## config.mk

```make
export PLATFORM = sky130hd
export DESIGN_NAME = dac_calibration_alarm_regs
export DESIGN_NICKNAME = d
export VERILOG_FILES = /design/src/logic/dac_cal_alarm_pkg.sv /design/src/logic/dac_calibration_alarm_regs.sv
export SDC_FILE = /design/constraint.sdc
export NUM_CORES = 1
export LEC_CHECK = 0
export BUFFER_PORTS_ARGS = -buffer_cell sky130_fd_sc_hd__buf_2
export CAP_MARGIN = 30
export CORE_MARGIN = 1
export CORE_UTILIZATION = 44
export DETAILED_ROUTE_END_ITERATION = 6
export MAX_ROUTING_LAYER = met4
export PLACE_DENSITY = 0.71
export SLEW_MARGIN = 20
export SYNTH_ARGS = -nofsm -noshare
export SYNTH_HDL_FRONTEND = slang
export SYNTH_SLANG_ARGS = --single-unit
```

## constraint.sdc

```tcl
create_clock -name ref_clk_i -period 2.4 [get_ports ref_clk_i]
set_clock_uncertainty 0.2 [all_clocks]
set_input_delay 0.24 -clock ref_clk_i [delete_from_list [all_inputs] [get_ports ref_clk_i]]
set_output_delay 0.24 -clock ref_clk_i [all_outputs]
set_load 0.02 [all_outputs]
```

## src/logic/dac_cal_alarm_pkg.sv

```systemverilog
// Package: register map, field positions, reset values and carrier types of the calibration and alarm bank
package dac_cal_alarm_pkg;

  // ----------------------------------------------------------------
  // Register indices; the byte address is four times the index
  // ----------------------------------------------------------------
  localparam logic [5:0] CAL_ENABLE_IDX   = 6'h08;
  localparam logic [5:0] USER_GAIN_IDX    = 6'h09;
  localparam logic [5:0] USER_OFFSET_IDX  = 6'h0a;
  localparam logic [5:0] FAULT_FLAGS_IDX  = 6'h0b;
  localparam logic [5:0] ALARM_MASK_IDX   = 6'h0c;
  localparam logic [5:0] RESPONSE_SEL_IDX = 6'h0d;
  localparam logic [5:0] ALARM_VALUE_IDX  = 6'h0e;
  localparam logic [5:0] TOGGLE_CTRL_IDX  = 6'h11;

  // ----------------------------------------------------------------
  // Reset values
  // ----------------------------------------------------------------
  localparam logic [15:0] USER_GAIN_RST   = 16'h0000;
  localparam logic [15:0] USER_OFFSET_RST = 16'h0000;
  localparam logic [15:0] FAULT_FLAGS_RST = 16'h1000;
  localparam logic [15:0] ALARM_MASK_RST  = 16'h0000;
  localparam logic [7:0]  RESPONSE_RST    = 8'h00;
  localparam logic [5:0]  ALARM_VALUE_RST = 6'h00;

  // ----------------------------------------------------------------
  // Field positions
  // ----------------------------------------------------------------
  localparam int LEARN_DONE_BIT   = 12;
  localparam int WATCHDOG_BIT     = 11;
  localparam int SUPPLY_GOOD_BIT  = 7;
  localparam int TOGGLE_BIT       = 6;
  localparam int CRC_BIT          = 5;
  localparam int HEAT_BIT         = 4;
  localparam int CHANNEL_BIT      = 0;
  localparam int CAL_ON_BIT       = 0;
  localparam int USER_TOGGLE_POS  = 0;
  localparam int ALARM_VALUE_LSB  = 10;
  localparam int ACT_CRC_WDT_LSB  = 6;
  localparam int ACT_OPEN_LSB     = 4;
  localparam int ACT_SHORT_LSB    = 2;
  localparam int ACT_HEAT_LSB     = 0;

  // Flags that can reach the alarm pin
  localparam logic [15:0] ALARM_SOURCES = 16'h0831;

  // AXI response codes
  localparam logic [1:0] RESP_OKAY   = 2'b00;
  localparam logic [1:0] RESP_SLVERR = 2'b10;

  // Per-class fault reaction
  typedef enum logic [1:0] {
    ACT_NONE     = 2'b00,
    ACT_CODE     = 2'b01,
    ACT_SHUTDOWN = 2'b10,
    ACT_INVALID  = 2'b11
  } fault_action_type;

  // Conditions arriving from the analog side
  typedef struct packed {
    logic learn_done;
    logic watchdog_expire;
    logic supply_good;
    logic crc_error;
    logic over_temp;
    logic channel_fault;
    logic open_circuit;
    logic short_circuit;
  } fault_in_type;

  // Calibration words handed to the data path
  typedef struct packed {
    logic        calibration_on;
    logic [15:0] user_gain_word;
    logic [15:0] user_offset_word;
  } cal_out_type;

  // Reaction commands to the converter and supply
  typedef struct packed {
    logic       force_code;
    logic [5:0] user_alarm_value;
    logic       shutdown;
  } action_out_type;

endpackage

```

## src/logic/dac_calibration_alarm_regs.sv

```systemverilog
// Calibration, fault status, alarm mask and fault reaction register bank behind an AXI4-Lite slave
module dac_calibration_alarm_regs
  import dac_cal_alarm_pkg::*;
(
  input  wire logic           ref_clk_i,
  input  wire logic           rst_b_i,
  input  wire logic [7:0]     s_axi_awaddr_i,
  input  wire logic           s_axi_awvalid_i,
  output logic                s_axi_awready_o,
  input  wire logic [31:0]    s_axi_wdata_i,
  input  wire logic [3:0]     s_axi_wstrb_i,
  input  wire logic           s_axi_wvalid_i,
  output logic                s_axi_wready_o,
  output logic [1:0]          s_axi_bresp_o,
  output logic                s_axi_bvalid_o,
  input  wire logic           s_axi_bready_i,
  input  wire logic [7:0]     s_axi_araddr_i,
  input  wire logic           s_axi_arvalid_i,
  output logic                s_axi_arready_o,
  output logic [31:0]         s_axi_rdata_o,
  output logic [1:0]          s_axi_rresp_o,
  output logic                s_axi_rvalid_o,
  input  wire logic           s_axi_rready_i,
  input  wire fault_in_type   fault_i,
  output cal_out_type         cal_o,
  output action_out_type      action_o,
  output logic                alarm_o
);

  // ----------------------------------------------------------------
  // Input synchroniser
  // ----------------------------------------------------------------
  fault_in_type sync_stage;
  fault_in_type fault_sync;

  // Stage one feeds stage two only; conditions come from the analog clockless side
  always_ff @(posedge ref_clk_i or negedge rst_b_i) begin
    if (!rst_b_i) begin
      sync_stage <= '0;
      fault_sync <= '0;
    end else begin
      sync_stage <= fault_i;
      fault_sync <= sync_stage;
    end
  end

  // ----------------------------------------------------------------
  // Register storage
  // ----------------------------------------------------------------
  logic        calibration_on;
  logic [15:0] user_gain_word;
  logic [15:0] user_offset_word;
  logic        learn_done_flag;
  logic        watchdog_fault_flag;
  logic        crc_error_flag;
  logic [15:0] alarm_pin_masks;
  logic [7:0]  fault_response_select;
  logic [5:0]  user_alarm_value;
  logic        user_toggle_bit;
  logic        shutdown_latch;

  // ----------------------------------------------------------------
  // AXI write channel
  // ----------------------------------------------------------------
  logic        aw_held;
  logic [5:0]  aw_index;
  logic        w_held;
  logic [31:0] w_data;
  logic [3:0]  w_strb;

  wire         aw_take     = s_axi_awvalid_i & s_axi_awready_o;
  wire         w_take      = s_axi_wvalid_i & s_axi_wready_o;
  wire         wr_fire     = aw_held & w_held & ~s_axi_bvalid_o;
  wire         next_aw_held = (aw_held | aw_take) & ~wr_fire;
  wire         next_w_held  = (w_held | w_take) & ~wr_fire;
  wire         b_done      = s_axi_bvalid_o & s_axi_bready_i;
  wire         next_bvalid = wr_fire | (s_axi_bvalid_o & ~b_done);

  // Write decode with byte lanes; only the low two lanes carry register bits
  wire [15:0]  lane_mask   = {{8{w_strb[1]}}, {8{w_strb[0]}}};
  wire [15:0]  wr_bits     = w_data[15:0] & lane_mask;
  wire         wr_cal_en   = wr_fire & (aw_index == CAL_ENABLE_IDX);
  wire         wr_gain     = wr_fire & (aw_index == USER_GAIN_IDX);
  wire         wr_offset   = wr_fire & (aw_index == USER_OFFSET_IDX);
  wire         wr_flags    = wr_fire & (aw_index == FAULT_FLAGS_IDX);
  wire         wr_mask     = wr_fire & (aw_index == ALARM_MASK_IDX);
  wire         wr_resp     = wr_fire & (aw_index == RESPONSE_SEL_IDX);
  wire         wr_value    = wr_fire & (aw_index == ALARM_VALUE_IDX);
  wire         wr_toggle   = wr_fire & (aw_index == TOGGLE_CTRL_IDX);
  wire         wr_mapped   = wr_cal_en | wr_gain | wr_offset | wr_flags | wr_mask | wr_resp | wr_value | wr_toggle;
  wire         toggle_wr_val = w_data[USER_TOGGLE_POS];

  // Address and data are accepted independently and held until the pair is complete
  always_ff @(posedge ref_clk_i or negedge rst_b_i) begin
    if (!rst_b_i) begin
      aw_held         <= 1'b0;
      w_held          <= 1'b0;
      aw_index        <= 6'h00;
      w_data          <= 32'h0000_0000;
      w_strb          <= 4'h0;
      s_axi_awready_o <= 1'b0;
      s_axi_wready_o  <= 1'b0;
      s_axi_bvalid_o  <= 1'b0;
      s_axi_bresp_o   <= RESP_OKAY;
    end else begin
      aw_held         <= next_aw_held;
      w_held          <= next_w_held;
      s_axi_awready_o <= ~next_aw_held;
      s_axi_wready_o  <= ~next_w_held;
      s_axi_bvalid_o  <= next_bvalid;
      if (aw_take) begin
        aw_index <= s_axi_awaddr_i[7:2];
      end
      if (w_take) begin
        w_data <= s_axi_wdata_i;
        w_strb <= s_axi_wstrb_i;
      end
      if (wr_fire) begin
        s_axi_bresp_o <= wr_mapped ? RESP_OKAY : RESP_SLVERR;
      end
    end
  end

  // ----------------------------------------------------------------
  // Status word and alarm logic
  // ----------------------------------------------------------------
  wire         open_ind     = fault_sync.open_circuit;
  wire         short_ind    = fault_sync.short_circuit;
  wire         channel_ind  = fault_sync.channel_fault | open_ind | short_ind;
  // Sticky flags: a set in the clearing cycle wins over write-one-to-clear
  wire [15:0]  clear_bits   = wr_flags ? wr_bits : 16'h0000;
  wire         next_learn   = fault_sync.learn_done | (learn_done_flag & ~clear_bits[LEARN_DONE_BIT]);
  wire         next_wdt     = fault_sync.watchdog_expire | (watchdog_fault_flag & ~clear_bits[WATCHDOG_BIT]);
  wire         next_crc     = fault_sync.crc_error | (crc_error_flag & ~clear_bits[CRC_BIT]);

  logic [15:0] fault_condition_flags;
  always_comb begin
    fault_condition_flags                  = 16'h0000;
    fault_condition_flags[LEARN_DONE_BIT]  = learn_done_flag;
    fault_condition_flags[WATCHDOG_BIT]    = watchdog_fault_flag;
    fault_condition_flags[SUPPLY_GOOD_BIT] = fault_sync.supply_good;
    fault_condition_flags[TOGGLE_BIT]      = user_toggle_bit;
    fault_condition_flags[CRC_BIT]         = crc_error_flag;
    fault_condition_flags[HEAT_BIT]        = fault_sync.over_temp;
    fault_condition_flags[CHANNEL_BIT]     = channel_ind;
  end

  // Unmasked flags drive the pin; bits 11, 5, 4 and 0 are the only alarm sources
  wire [15:0]  alarm_open   = fault_condition_flags & ~alarm_pin_masks & ALARM_SOURCES;
  wire         next_alarm   = |alarm_open;

  // Reaction fields; the invalid code is treated as no action
  fault_action_type act_crc_wdt;
  fault_action_type act_open;
  fault_action_type act_short;
  fault_action_type act_heat;
  assign act_crc_wdt = fault_action_type'(fault_response_select[ACT_CRC_WDT_LSB +: 2]);
  assign act_open    = fault_action_type'(fault_response_select[ACT_OPEN_LSB +: 2]);
  assign act_short   = fault_action_type'(fault_response_select[ACT_SHORT_LSB +: 2]);
  assign act_heat    = fault_action_type'(fault_response_select[ACT_HEAT_LSB +: 2]);

  wire         crc_wdt_cond = crc_error_flag | watchdog_fault_flag;
  wire         heat_cond    = fault_sync.over_temp;
  // Single channel: the initiating output and all outputs are the same output
  wire         next_force   = (crc_wdt_cond & (act_crc_wdt == ACT_CODE)) |
                              (open_ind & (act_open == ACT_CODE)) |
                              (short_ind & (act_short == ACT_CODE)) |
                              (heat_cond & (act_heat == ACT_CODE));
  wire         trip         = (crc_wdt_cond & (act_crc_wdt == ACT_SHUTDOWN)) |
                              (open_ind & (act_open == ACT_SHUTDOWN)) |
                              (short_ind & (act_short == ACT_SHUTDOWN)) |
                              (heat_cond & (act_heat == ACT_SHUTDOWN));
  // Shutdown survives the condition going away; only reset releases it
  wire         next_shutdown = shutdown_latch | trip;

  // Software registers, status flags and reaction state
  always_ff @(posedge ref_clk_i or negedge rst_b_i) begin
    if (!rst_b_i) begin
      calibration_on        <= 1'b0;
      user_gain_word        <= USER_GAIN_RST;
      user_offset_word      <= USER_OFFSET_RST;
      learn_done_flag       <= FAULT_FLAGS_RST[LEARN_DONE_BIT];
      watchdog_fault_flag   <= FAULT_FLAGS_RST[WATCHDOG_BIT];
      crc_error_flag        <= FAULT_FLAGS_RST[CRC_BIT];
      alarm_pin_masks       <= ALARM_MASK_RST;
      fault_response_select <= RESPONSE_RST;
      user_alarm_value      <= ALARM_VALUE_RST;
      user_toggle_bit       <= 1'b0;
      shutdown_latch        <= 1'b0;
    end else begin
      if (wr_cal_en) calibration_on <= wr_bits[CAL_ON_BIT] | (calibration_on & ~lane_mask[CAL_ON_BIT]);
      if (wr_gain) user_gain_word <= wr_bits | (user_gain_word & ~lane_mask);
      if (wr_offset) user_offset_word <= wr_bits | (user_offset_word & ~lane_mask);
      if (wr_mask) alarm_pin_masks <= wr_bits | (alarm_pin_masks & ~lane_mask);
      if (wr_resp && w_strb[0]) fault_response_select <= w_data[7:0];
      if (wr_value && w_strb[1]) user_alarm_value <= w_data[ALARM_VALUE_LSB +: 6];
      if (wr_toggle && w_strb[0]) user_toggle_bit <= w_data[USER_TOGGLE_POS];
      learn_done_flag     <= next_learn;
      watchdog_fault_flag <= next_wdt;
      crc_error_flag      <= next_crc;
      shutdown_latch      <= next_shutdown;
    end
  end

  // ----------------------------------------------------------------
  // Output flops
  // ----------------------------------------------------------------
  // Gated words: the data path sees zero gain and offset trims while disabled
  always_ff @(posedge ref_clk_i or negedge rst_b_i) begin
    if (!rst_b_i) begin
      cal_o    <= '0;
      action_o <= '0;
      alarm_o  <= 1'b0;
    end else begin
      cal_o.calibration_on   <= calibration_on;
      cal_o.user_gain_word   <= calibration_on ? user_gain_word : 16'h0000;
      cal_o.user_offset_word <= calibration_on ? user_offset_word : 16'h0000;
      action_o.force_code       <= next_force & ~next_shutdown;
      action_o.user_alarm_value <= user_alarm_value;
      action_o.shutdown         <= next_shutdown;
      alarm_o                   <= next_alarm;
    end
  end

  // ----------------------------------------------------------------
  // AXI read channel
  // ----------------------------------------------------------------
  wire         ar_take   = s_axi_arvalid_i & s_axi_arready_o;
  wire [5:0]   ar_index  = s_axi_araddr_i[7:2];
  wire         r_done    = s_axi_rvalid_o & s_axi_rready_i;
  wire         next_rvalid = ar_take | (s_axi_rvalid_o & ~r_done);

  logic [15:0] rd_word;
  logic        rd_hit;
  always_comb begin
    rd_word = 16'h0000;
    rd_hit  = 1'b1;
    unique case (ar_index)
      CAL_ENABLE_IDX:   rd_word[CAL_ON_BIT] = calibration_on;
      USER_GAIN_IDX:    rd_word = user_gain_word;
      USER_OFFSET_IDX:  rd_word = user_offset_word;
      FAULT_FLAGS_IDX:  rd_word = fault_condition_flags;
      ALARM_MASK_IDX:   rd_word = alarm_pin_masks;
      RESPONSE_SEL_IDX: rd_word[7:0] = fault_response_select;
      ALARM_VALUE_IDX:  rd_word[ALARM_VALUE_LSB +: 6] = user_alarm_value;
      TOGGLE_CTRL_IDX:  rd_word[USER_TOGGLE_POS] = user_toggle_bit;
      default:          rd_hit = 1'b0;
    endcase
  end

  // One read at a time; data is captured on the address handshake
  always_ff @(posedge ref_clk_i or negedge rst_b_i) begin
    if (!rst_b_i) begin
      s_axi_arready_o <= 1'b0;
      s_axi_rvalid_o  <= 1'b0;
      s_axi_rdata_o   <= 32'h0000_0000;
      s_axi_rresp_o   <= RESP_OKAY;
    end else begin
      s_axi_arready_o <= ~next_rvalid;
      s_axi_rvalid_o  <= next_rvalid;
      if (ar_take) begin
        s_axi_rdata_o <= {16'h0000, rd_word};
        s_axi_rresp_o <= rd_hit ? RESP_OKAY : RESP_SLVERR;
      end
    end
  end

  // ----------------------------------------------------------------
  // Assertions
  // ----------------------------------------------------------------
  AST_GAIN_WRITE: assert property (@(posedge ref_clk_i) disable iff (!rst_b_i)
    wr_gain && (w_strb[1:0] == 2'b11) |=> user_gain_word == $past(wr_bits))
    else $error("gain word not stored");

  AST_OFFSET_WRITE: assert property (@(posedge ref_clk_i) disable iff (!rst_b_i)
    wr_offset && (w_strb[1:0] == 2'b11) |=> user_offset_word == $past(wr_bits))
    else $error("offset word not stored");

  AST_OFFSET_READ: assert property (@(posedge ref_clk_i) disable iff (!rst_b_i)
    ar_take && ar_index == USER_OFFSET_IDX |=> s_axi_rdata_o == {16'h0000, $past(user_offset_word)})
    else $error("offset readback wrong");

  AST_LEARN_STICKY: assert property (@(posedge ref_clk_i) disable iff (!rst_b_i)
    learn_done_flag && !clear_bits[LEARN_DONE_BIT] |=> learn_done_flag)
    else $error("learn flag lost without clear");

  AST_LEARN_CLEAR: assert property (@(posedge ref_clk_i) disable iff (!rst_b_i)
    clear_bits[LEARN_DONE_BIT] && !fault_sync.learn_done |=> !learn_done_flag)
    else $error("learn flag survived its clear");

  AST_WDT_SET_WINS: assert property (@(posedge ref_clk_i) disable iff (!rst_b_i)
    fault_sync.watchdog_expire |=> watchdog_fault_flag)
    else $error("watchdog flag missed");

  AST_CRC_SET: assert property (@(posedge ref_clk_i) disable iff (!rst_b_i)
    $rose(fault_sync.crc_error) |=> crc_error_flag)
    else $error("crc flag not set after input");

  AST_WDT_ALARM: assert property (@(posedge ref_clk_i) disable iff (!rst_b_i)
    watchdog_fault_flag && !alarm_pin_masks[WATCHDOG_BIT] |=> alarm_o)
    else $error("unmasked watchdog missed alarm pin");

  AST_CRC_ALARM: assert property (@(posedge ref_clk_i) disable iff (!rst_b_i)
    crc_error_flag && !alarm_pin_masks[CRC_BIT] |=> alarm_o)
    else $error("unmasked crc error missed alarm pin");

  AST_CHANNEL_ALARM: assert property (@(posedge ref_clk_i) disable iff (!rst_b_i)
    channel_ind && !alarm_pin_masks[CHANNEL_BIT] |=> alarm_o)
    else $error("unmasked channel fault missed alarm pin");

  AST_MASKED_WDT: assert property (@(posedge ref_clk_i) disable iff (!rst_b_i)
    alarm_pin_masks[WATCHDOG_BIT] && !(crc_error_flag && !alarm_pin_masks[CRC_BIT]) &&
    !(fault_sync.over_temp && !alarm_pin_masks[HEAT_BIT]) && !(channel_ind && !alarm_pin_masks[CHANNEL_BIT])
    |=> !alarm_o)
    else $error("masked watchdog reached alarm pin");

  AST_ALARM_HEAT: assert property (@(posedge ref_clk_i) disable iff (!rst_b_i)
    fault_sync.over_temp && !alarm_pin_masks[HEAT_BIT] |=> alarm_o)
    else $error("unmasked heat missed alarm pin");

  AST_ALARM_PIN: assert property (@(posedge ref_clk_i) disable iff (!rst_b_i)
    ##1 alarm_o == |($past(fault_condition_flags) & ~$past(alarm_pin_masks) & ALARM_SOURCES))
    else $error("alarm pin disagrees with unmasked flags");

  AST_SHUTDOWN_HOLD: assert property (@(posedge ref_clk_i) disable iff (!rst_b_i)
    action_o.shutdown |=> action_o.shutdown [*4])
    else $error("shutdown released before reset");

  AST_OPEN_TRIP: assert property (@(posedge ref_clk_i) disable iff (!rst_b_i)
    open_ind && act_open == ACT_SHUTDOWN |=> action_o.shutdown)
    else $error("open circuit shutdown not applied");

  AST_SHORT_CODE: assert property (@(posedge ref_clk_i) disable iff (!rst_b_i)
    short_ind && act_short == ACT_CODE |=> action_o.force_code || action_o.shutdown)
    else $error("short circuit code not forced");

  AST_HEAT_TRIP: assert property (@(posedge ref_clk_i) disable iff (!rst_b_i)
    heat_cond && act_heat == ACT_SHUTDOWN |=> action_o.shutdown && !action_o.force_code)
    else $error("heat shutdown not applied");

  AST_CODE_VALUE: assert property (@(posedge ref_clk_i) disable iff (!rst_b_i)
    ##1 action_o.user_alarm_value == $past(user_alarm_value))
    else $error("alarm code output differs from register");

  AST_CAL_GATE: assert property (@(posedge ref_clk_i) disable iff (!rst_b_i)
    !$past(calibration_on) |-> cal_o.user_gain_word == 16'h0000 && cal_o.user_offset_word == 16'h0000)
    else $error("calibration applied while disabled");

  AST_TOGGLE_MIRROR: assert property (@(posedge ref_clk_i) disable iff (!rst_b_i)
    wr_toggle && w_strb[0] |=> fault_condition_flags[TOGGLE_BIT] == $past(toggle_wr_val))
    else $error("toggle mirror differs");

  AST_BAD_INDEX: assert property (@(posedge ref_clk_i) disable iff (!rst_b_i)
    wr_fire && !wr_mapped |=> s_axi_bresp_o == RESP_SLVERR)
    else $error("unmapped write not refused");

endmodule

```

* Word level (Yosys, flattened, before mapping)
Index checks and enable logic that the tools add are counted.
** Cells by class
- Reduce and logical (&&, ||, !) cells :: 5
- Multiplexer cells :: 10
- Bitwise logic cells :: 79
- Eq/ne operators :: 24
** Operator list (number)
- $eq A6 B4 Y1 const B :: 14
- $and A16 B16 Y16 :: 4
- $or A16 B16 Y16 :: 3
- $pmux W7 S5 :: 1
- $and A1 B1 Y1 :: 32
- $mux W16 :: 2
- $pmux W6 S5 :: 1
- $or A1 B1 Y1 :: 25
- $not A16 Y16 :: 1
- $mux W13 :: 1
- $and A12 B12 Y12 :: 1
- $eq A6 B5 Y1 const B :: 2
- $not A1 Y1 :: 12
- $not A12 Y12 :: 1
- $eq A2 B1 Y1 const B :: 4
- $eq A2 B2 Y1 const B :: 4
- $reduce_or A8 Y1 :: 1
- $pmux W1 S7 :: 1
- $pmux W2 S3 :: 1
- $mux W2 :: 2
- $reduce_or A4 Y1 :: 1
- $logic_and A1 B1 Y1 :: 3
- $mux W1 :: 1
** Word-level totals
- Flip-flop bits (word level) :: 176
- Input bits :: 67

* Depth between registers and ports, before layout
Gate-level depths: netlist (run 1).
- Depth in word-level cells :: 11
- Mapped depth :: 6
- Mapped depth without buffers :: 4

* Worst setup path after synthesis (run 1)
Ideal clock, no wire load.
- Path type :: flip-flop to flip-flop
- From :: reg s_axi_bvalid_o
- To :: reg fault_response_select[0]
- Data required time :: 2075 ps
- Stages on the path, launching flop included :: 4
- Arrival time :: 1764 ps
- Period minus slack after synthesis :: 2088 ps
- Path slack :: 312 ps
- Library setup time :: 125 ps
- Path through :: dfrtp_1 > nand3b_2 > nor4_4 > mux2_2
** On the way
- Cells in the longest elaborated chain, start to end :: 4
** RTL lines
- start, declared :: RTL line dac_calibration_alarm_regs.sv:15 : output logic s_axi_bvalid_o,
- start signal, assigned :: RTL line dac_calibration_alarm_regs.sv:110 : s_axi_bvalid_o <= next_bvalid;
- $not A1 Y1 :: RTL line dac_calibration_alarm_regs.sv:73 : wire wr_fire = aw_held & w_held & ~s_axi_bvalid_o;
- $and A1 B1 Y1 :: RTL line dac_calibration_alarm_regs.sv:73
- $and A1 B1 Y1 :: RTL line dac_calibration_alarm_regs.sv:87 : wire wr_resp = wr_fire & (aw_index == RESPONSE_SEL_IDX);
- $logic_and A1 B1 Y1 :: RTL line dac_calibration_alarm_regs.sv:195 : if (wr_resp && w_strb[0]) fault_response_select <= w_data[7:0];
- end signal, assigned :: RTL line dac_calibration_alarm_regs.sv:195
- end, declared :: RTL line dac_calibration_alarm_regs.sv:57 : logic [7:0] fault_response_select;
No other way between the ends.
A chain may end at the register's enable or synchronous reset.

==> results of run 1 <==
## cells by family after synthesis
kind of cell,Yosys count
simple gates,133
flops,174
buf+inv,49
other cells,1
compound gates,61
mux,96
## how the worst max path moves through the flow
stage	cells after the start	slack (ns)	endpoint	from
3_3_place_gp	4	0.27	flip-flop	s_axi_bvalid_o
3_5_place_dp	4	0.22	flip-flop	s_axi_bvalid_o
4_1_cts	4	0.20	flip-flop	s_axi_bvalid_o
2_1_floorplan	3	0.31	fault_response_select[0]	s_axi_bvalid_o
6_report	4	0.19	flip-flop	s_axi_bvalid_o
5_1_grt	4	0.12	flip-flop	s_axi_bvalid_o
## per-stage QoR
step           util (%)  std cells  hold slack (ns)
4_1_cts            57.2        899           0.0256
3_3_place_gp       50.9        832           0.0665
2_1_floorplan         -        531           -0.256
3_5_place_dp       50.9        832           0.0843
5_1_grt            57.2        899           0.0624
6_report           57.2        899           0.0519
## layout by cell type, fill, tap and decap left out, types with 7 or more instances in the layout
cell type	synthesis	layout
clkbuf_16	0	17
dlygate4sd3_1	0	35
nand4_1	13	13
buf_2	2	108
buf_4	19	19
mux2_2	90	90
a31oi_1	7	7
conb_1	1	18
nor2_1	10	10
and2_1	38	38
nand3_1	18	18
a21oi_1	12	12
inv_1	10	10
o21ai_0	14	14
nand2_1	15	15
dfrtp_1	173	173
## layout make-up
type	instances	area, µm²
Sequential cell	174	4360
Clock inverter	10	138
Timing Repair Buffer	164	1060
Multi-Input combinational cell	308	2430
Inverter	10	37.5
Tap cell	211	264
Fill cell	1284	6550
Clock buffer	22	474
## power by group
group          internal, mW  leakage, nW  switching, mW
clock network          1.72        0.296           1.07
logic                 0.816         1.74          0.834
registers              3.64         2.28          0.667
total                  6.17         4.31           2.58
## what timing repair did
item / 4_1_cts / 5_1_grt
endpoints found under the hold margin: 96 / 0
setup endpoints to repair: 0 / 0
hold buffers: 35 / 0
## worst min-delay path: stages
cell     delay [ns]
buf_2          0.20
nand4_1        0.12
a31oi_1        0.07
## per-layer routing
| layer | up-vias | GRT usage (%) |
|---|---|---|
| li1 | 2132 | - |
| met2 | 156 | 33.9 |
| met5 | - | - |
| met4 | 0 | 8.72 |
| met1 | 2363 | 26.8 |
| met3 | 24 | 5.13 |
==> flow_summary.json, run 1 <==
{
  "reg2reg_from": "s_axi_bvalid_o",
  "h-tree-depth": 4,
  "gp_congestion": 0.833,
  "syn_area_um2": 6970,
  "tightest_slew_ns": 0.636,
  "status": "finished with violations",
  "postSynthCellCount": 514,
  "drt-pass1-iter-count": 7,
  "post_cts_resize_count": 0,
  "total_power_mw": 8.74,
  "worst_ir_drop_vdd_uv": 630,
  "cts_sinks": 174,
  "vias_per_cell": 5.20,
  "synth-seq-cells": 174,
  "violations": "DRC",
  "ys_warn_count": 0,
  "via_count": 4675,
  "dp_worst_setup_slack_ns": 0.221,
  "grt_pass1_vias": 4839,
  "crit_family": "simple AND/OR/NAND/NOR gates",
  "diodes": 0,
  "synth-simple-area-share_pct": 12.5,
  "finalCritPeriodShare_pct": 91.9,
  "cts_tree": "built",
  "hold_path_startpoint": "s_axi_araddr_i[3]",
  "synth_top_cells_by_area": "dfrtp_1 62%, mux2_2 15%, and2_1 3.4%, buf_4 2.0%, nand3_1 1.3%",
  "die_h_um": 128,
  "io_buffers": 109,
  "coreArea_um2": 15300,
  "slowest_delay_ns": 0.42,
  "grtUsageTotal_pct": 21.5,
  "hold_class": "in2reg",
  "die_x_um": 128,
  "yosysSeqAreaShare_pct": 62.5,
  "synth_edf_count": 0,
  "start_util_pct": 45.5,
  "synth_top_cell_by_area": "dfrtp_1",
  "power_leakage_nw": 4.31,
  "dieArea_um2": 16400,
  "wl_mm": 16.2,
  "synth_top_family_by_area": "multiplexers",
  "synth_xor_area_share_pct": 0,
  "finalHoldViolCount": 0,
  "grt_pass1_wl_mm": 25.4,
  "yosys.area_share.adder_pct": 0,
  "grt_overflow": 0,
  "drc": 20,
  "worstPathArrival_ns": 2.31,
  "min_to": "s_axi_rdata_o[4]",
  "reg2regPathDepth": 4,
  "ff2ff_setup_slack_ns": 0.19,
  "antenna_found_initial": 0,
  "setup_violations": 0,
  "area_delta_synth_final_pct": 25.7,
  "async_flop_share_pct": 100,
  "path_buf_inv": 0,
  "grt_setup_unrepaired": "no",
  "first_iter_violations": 362,
  "crit_type": "reg2reg",
  "drtAntennaViolNets": 0,
  "wl_met2_mm": 8.00,
  "cp-end-kind": "flip-flop",
  "fmax_ghz": 0.453,
  "critPathSlowestCell": "mux2_2",
  "finalMaxSlewViolations": 0,
  "postLayoutCellArea_um2": 8760,
  "drive_gt1_share_pct": 38.4,
  "nets": 742,
  "fin_crit_ns": 2.21,
  "wire_per_inst_um": 18.0,
  "relSlewSlack_pct": 57.6,
  "synth.area.mux_share_pct": 15.4,
  "synth_ff_type": "dfrtp_1",
  "worstPathCellList": "nand3b_2, nor2_4, nand4_2, mux2_2",
  "io_pins": 150,
  "placementRows": 45,
  "synth.most_common_cell": "dfrtp_1",
  "clockRootBuffer": "clkbuf_16",
  "timing.final.ws_setup_ns": 0.194,
  "post_cts_buffers": 0,
  "cp_max_fo": 10,
  "clock_latency_ns": 0.43,
  "fin_setup_tns_ns": 0,
  "maxCapViolations": 0,
  "power.density_nw_per_um2": 998,
  "place_area_um2": 7800,
  "synth.avg_cell_area_um2": 13.6,
  "hold_depth": 3,
  "critPathLaunchType": "flip-flop",
  "top_layer_used": "met4",
  "synth_common_cells": "173 x dfrtp_1, 90 x mux2_2, 38 x and2_1, 19 x buf_4, 18 x nand3_1",
  "clkSlewWorstSetupHoldPaths_ns": 0.06,
  "grt_max_degree": 68,
  "hpwl_mm": 11.0,
  "cts_max_path_buffers": 2,
  "required_ns": 2.51,
  "synth.distinct_cells": 52,
  "wl_met1_mm": 6.96,
  "yosysTopAreaCellShare_pct": 62.1,
  "met3_length_um": 900,
  "cts_buffers": 17,
  "synth_compound_area_share_pct": 5.92
}
No activity file was read; power rests on OpenSTA's default activity.
==> run 2: changes to the inputs <==
- PLACE_DENSITY: 0.71 -> 0.73
- clock period: 2.4 -> 1.9 ns (I/O delays scaled with it)
==> run 2 against run 1 <==
The flow finishes with violations (setup timing). Critical path depth unchanged. Hold slack got worse by 0.020 ns. Cell count increased by 2.1%. Sequential cell count unchanged. Critical path type unchanged. Sequential share of layout area decreased by 1.4 points. Clock power increased by 20%. Fmax increased by 12%. Count of clock-buffer cells in the layout decreased by 5. Via count increased by 2.1%. Global-route usage increased by 0.35 points. Highest routed layer unchanged.
==> flow_summary.json, run 2 (synthesized netlist as in run 1, its figures left out) <==
{
  "status": "finished with violations",
  "violations": "setup timing",
  "area_delta_synth_final_pct": 29.3,
  "wire_per_inst_um": 17.5,
  "cts_max_path_buffers": 2,
  "reg2reg_from": "aw_index[4]",
  "drive_gt1_share_pct": 40.2,
  "placementRows": 45,
  "grt_pass1_vias": 5001,
  "postLayoutCoreUtil_pct": 58.9,
  "dp_cells": 848,
  "hpwl_mm": 11.3,
  "io_buffers": 109,
  "fmax_ghz": 0.506,
  "via_count": 4771,
  "grtUsageTotal_pct": 21.9,
  "final_common_cell": "dfrtp_1",
  "first_iter_violations": 304,
  "worstPathCellList": "or3b_4, nor4b_4, nand2_4, mux2_2",
  "crit_path_start": "aw_index[4]",
  "start_util_pct": 45.5,
  "die_x_um": 128,
  "vias_per_cell": 5.20,
  "fin_crit_ns": 1.98,
  "setup_violations": 62,
  "wl_mm": 16.1,
  "timing.final.ws_setup_ns": -0.0778,
  "worstPathArrival_ns": 2.09,
  "finalHoldViolCount": 0,
  "drc": 0,
  "worst_ir_drop_vdd_uv": 921,
  "power_leakage_nw": 4.43,
  "grt_max_degree": 50,
  "nets": 761,
  "crit_type": "reg2reg",
  "h-tree-depth": 4,
  "finalMaxSlewViolations": 0,
  "clkSlewWorstSetupHoldPaths_ns": 0.07,
  "dieArea_um2": 16400,
  "drtAntennaViolNets": 0,
  "grt_setup_unrepaired": "yes",
  "io_pins": 150,
  "grt_pass1_wl_mm": 26.2,
  "clockRootBuffer": "clkbuf_16",
  "stdcell_count": 918,
  "drt-pass1-iter-count": 4,
  "hold_class": "in2async",
  "layout_common_cells": "173 x dfrtp_1, 108 x buf_2, 83 x mux2_2",
  "clock_latency_ns": 0.43,
  "power.density_nw_per_um2": 1230,
  "critPathSlowestCell": "or3b_4",
  "ff2ff_setup_slack_ns": -0.08,
  "maxCapViolations": 0,
  "reg2regPathDepth": 4,
  "die_h_um": 128,
  "finalCritPeriodShare_pct": 104,
  "cp_max_fo": 8,
  "cts_tree": "built",
  "cp-end-kind": "flip-flop",
  "slowest_delay_ns": 0.47,
  "coreArea_um2": 15300,
  "grt_overflow": 0,
  "antenna_found_initial": 1,
  "gp_congestion": 0.851,
  "total_power_mw": 11.1,
  "fin_setup_tns_ns": -1.87,
  "cts_buffers": 17,
  "required_ns": 2.01,
  "critPathLaunchType": "flip-flop",
  "fillers": 1243,
  "cts_sinks": 174
}
## run 2: cell count changes in the layout (fill, tap and decap cells not counted), moves of 4 or more
cell	change
buf_12	+5
mux2_2	-7
buf_4	+9
mux2_4	+7
buf_6	+4
## run 2: worst min-delay path by stage
| stage | from | end | slack, ns | cells past startpoint |
|---|---|---|---|---|
| after floorplan | rst_b_i | async pin | -0.31 | 0 |
| final | rst_b_i | alarm_o | 0.03 | 2 |
| after detailed placement | rst_b_i | sync_stage[2] | -0.08 | 1 |
| after CTS | rst_b_i | sync_stage[5] | 0.02 | 2 |
| after global routing | rst_b_i | sync_stage[5] | 0.06 | 2 |
| after global placement | rst_b_i | cal_o[16] | -0.08 | 1 |
## run 2: critical path: cells and delay by family (launching register included)
kind          cells  cell delay [ns]
flops             1             0.38
mux               1             0.31
simple gates      3             0.96
## run 2: per-layer routing
metal | routed length, µm | GRT usage [%] | vias to the layer above | part of all wire (%)
met2 | 7860 | 35.0 | 144 | 49
met1 | 7130 | 27.6 | 2435 | 44
met4 | 249 | 7.40 | 0 | 1.6
li1 | - | - | 2170 | -
met3 | 820 | 4.88 | 22 | 5.1
met5 | 0 | - | - | 0
## run 2: final cells by class
class / count / area, µm² / area share, %
antenna: 1 / 2.50 / 0.0277
clock buffer: 17 / 425 / 4.72
clock inverter: 14 / 144 / 1.60
inverter: 10 / 37.5 / 0.416
multi-input combinational: 308 / 2500 / 27.8
sequential: 174 / 4360 / 48.3
tap: 211 / 264 / 2.93
timing repair buffer: 183 / 1290 / 14.3
## run 2: through the flow
step	setup WS [ns]	hold slack [ns]	instance area, µm²
2_1_floorplan	-0.109	-0.306	7050
3_3_place_gp	-0.0690	-0.0825	7990
3_5_place_dp	-0.0934	-0.0834	7990
4_1_cts	-0.0677	0.0173	9000
5_1_grt	-0.114	0.0645	9020
6_report	-0.0778	0.0322	9020
## run 2: power breakdown
part	internal [mW]	switching (mW)	leakage [nW]
Sequential	4.59	0.844	2.28
Combinational	1.18	1.14	1.89
Clock	1.92	1.43	0.267
Total	7.69	3.40	4.43
## run 2: timing repair
action | in CTS | in global routing
endpoints found under the setup margin | 50 | 64
buffers inserted | 0 | 1
gates cloned | 1 | 0
hold buffers | 36 | 0
gates resized for setup | 16 | 1
pin swaps | 8 | 1
endpoints found under the hold margin | 210 | 0
==> run 3: changes to the inputs <==
- CTS_BUF_LIST: not set -> sky130_fd_sc_hd__clkbuf_8
- GPL_ROUTABILITY_DRIVEN: not set -> 0
==> run 3 against run 2 <==
The flow still finishes with violations (setup timing). Non-clock buffer count stayed put. Fmax is 0.30% higher. Cell area is 2.0% lower. Die area stayed put. Setup slack better by 0.0060 ns. First-iteration DRC count is 14% higher. Sequential cell count stayed put. Largest cell class unchanged. Clock power is 26% lower.
==> flow_summary.json, run 3 (synthesized netlist as in run 1, its figures left out) <==
{
  "crit_type": "reg2reg",
  "finalMaxSlewViolations": 0,
  "die_x_um": 128,
  "relSlewSlack_pct": 64.9,
  "coreArea_um2": 15300,
  "finalHoldViolCount": 0,
  "via_count": 4771,
  "power.density_nw_per_um2": 1160,
  "drive_gt1_share_pct": 40.1,
  "wl_mm": 16.1,
  "wl_met2_mm": 7.87,
  "hold_class": "in2reg",
  "critPathLaunchType": "flip-flop",
  "top_layer_used": "met4",
  "io_buffers": 109,
  "grt_max_degree": 50,
  "layout_common_cells": "173 x dfrtp_1, 107 x buf_2, 83 x mux2_2",
  "drt-pass1-iter-count": 6,
  "cts_tree": "built",
  "grt_overflow": 0,
  "tightest_slew_ns": 0.527,
  "final_common_cell": "dfrtp_1",
  "wire_per_inst_um": 17.5,
  "maxCapViolations": 0,
  "start_util_pct": 45.5,
  "grt_pass1_vias": 5038,
  "worstPathArrival_ns": 2.11,
  "timing.final.ws_setup_ns": -0.0718,
  "fin_crit_ns": 1.97,
  "nets": 761,
  "drc": 0,
  "cp-end-kind": "flip-flop",
  "antenna_found_initial": 1,
  "place_area_um2": 7990,
  "cp_max_fo": 8,
  "setup_violations": 63,
  "vias_per_cell": 5.20,
  "h-tree-depth": 4,
  "postLayoutCellArea_um2": 8840,
  "worst_ir_drop_vdd_uv": 856,
  "grt_pass1_wl_mm": 26.0,
  "required_ns": 2.04,
  "hpwl_mm": 11.3,
  "grtUsageTotal_pct": 21.6,
  "clkSlewWorstSetupHoldPaths_ns": 0.09,
  "violations": "setup timing",
  "finalCritPeriodShare_pct": 104,
  "clock_latency_ns": 0.46,
  "grt_setup_unrepaired": "yes",
  "fillers": 1265,
  "ff2ff_setup_slack_ns": -0.07,
  "wl_met1_mm": 6.98,
  "dp_worst_setup_slack_ns": -0.0934,
  "met3_length_um": 955,
  "cts_max_path_buffers": 2,
  "power_leakage_nw": 4.35,
  "first_iter_violations": 347,
  "die_h_um": 128,
  "cts_sinks": 174,
  "status": "finished with violations",
  "io_pins": 150,
  "cts_buffers": 17,
  "area_delta_synth_final_pct": 26.7,
  "dieArea_um2": 16400,
  "fmax_ghz": 0.507,
  "clockRootBuffer": "clkbuf_8",
  "placementRows": 45,
  "drtAntennaViolNets": 0
}
==> run 3: cell count changes in the layout (fill, tap and decap cells not counted) <==
cell | before | now
buf_2 | 108 | 107
buf_4 | 28 | 27
buf_6 | 5 | 6
clkbuf_16 | 17 | 0
clkbuf_8 | 0 | 17
dlymetal6s4s_1 | 0 | 1
o21ai_0 | 14 | 13
o21ai_1 | 0 | 1
==> run 3: final timing paths <==
kind / cells past startpoint / start / to
worst min-delay path: 5 / s_axi_araddr_i[4] / s_axi_rdata_o[0]
max in group asynchronous: 4 / rst_b_i / async pin
worst max-delay path: 4 / aw_index[4] / flip-flop
worst max register to register: 4 / aw_index[4] / flip-flop
min in group asynchronous: 3 / rst_b_i / fault_condition_flags[7]
worst min register to register: 0 / sync_stage[0] / short_ind
==> run 3: where the power goes <==
group          internal (mW)  leakage, nW  switching [mW]
clock network           1.16        0.180            1.32
registers               4.58         2.28           0.841
logic                   1.18         1.90            1.13
total                   6.92         4.35            3.29
==> run 3: final cells by class <==
cell class	instances	area, µm²	share of cell area [%]
flip-flops and latches	174	4360	49.3
multi-input cells	308	2500	28.3
repair buffers	183	1300	14.7
well taps	211	264	2.99
clock buffers	17	234	2.65
clock inverters	14	144	1.63
inverters	10	37.5	0.425
diodes	1	2.50	0.0283
==> run 3: stage by stage <==
step	setup TNS, ns	power, mW	cells	utilization [%]	hold WS, ns
2_1_floorplan	-0.786	6.71	531	-	-0.306
3_3_place_gp	-0.904	7.50	848	52.2	-0.0825
3_5_place_dp	-2.07	7.66	848	52.2	-0.0834
4_1_cts	-1.76	10.3	917	57.6	0.0137
5_1_grt	-5.24	10.8	918	57.7	0.0449
6_report	-1.91	10.2	918	57.7	0.0476
==> run 3: per-layer routing <==
layer / GRT usage, % / vias to the layer above
li1: - / 2169
met1: 27.1 / 2409
met2: 34.8 / 170
met3: 4.84 / 23
met4: 7.20 / 0
met5: - / -
==> run 3: worst max-delay path, stage by stage, from the launching register on <==
cell     delay, ns
dfrtp_1       0.39
or3b_4        0.47
nor4b_4       0.31
nand2_4       0.18
mux2_2        0.31
==> run 3: repair_timing <==
| action | in CTS | in global routing |
|---|---|---|
| resized for setup | 16 | 4 |
| pin swaps | 8 | 3 |
| hold buffers | 37 | 0 |
| gates cloned | 1 | 0 |
| buffers inserted | 0 | 1 |
| setup endpoints to repair | 54 | 69 |
| endpoints found under the hold margin | 210 | 0 |
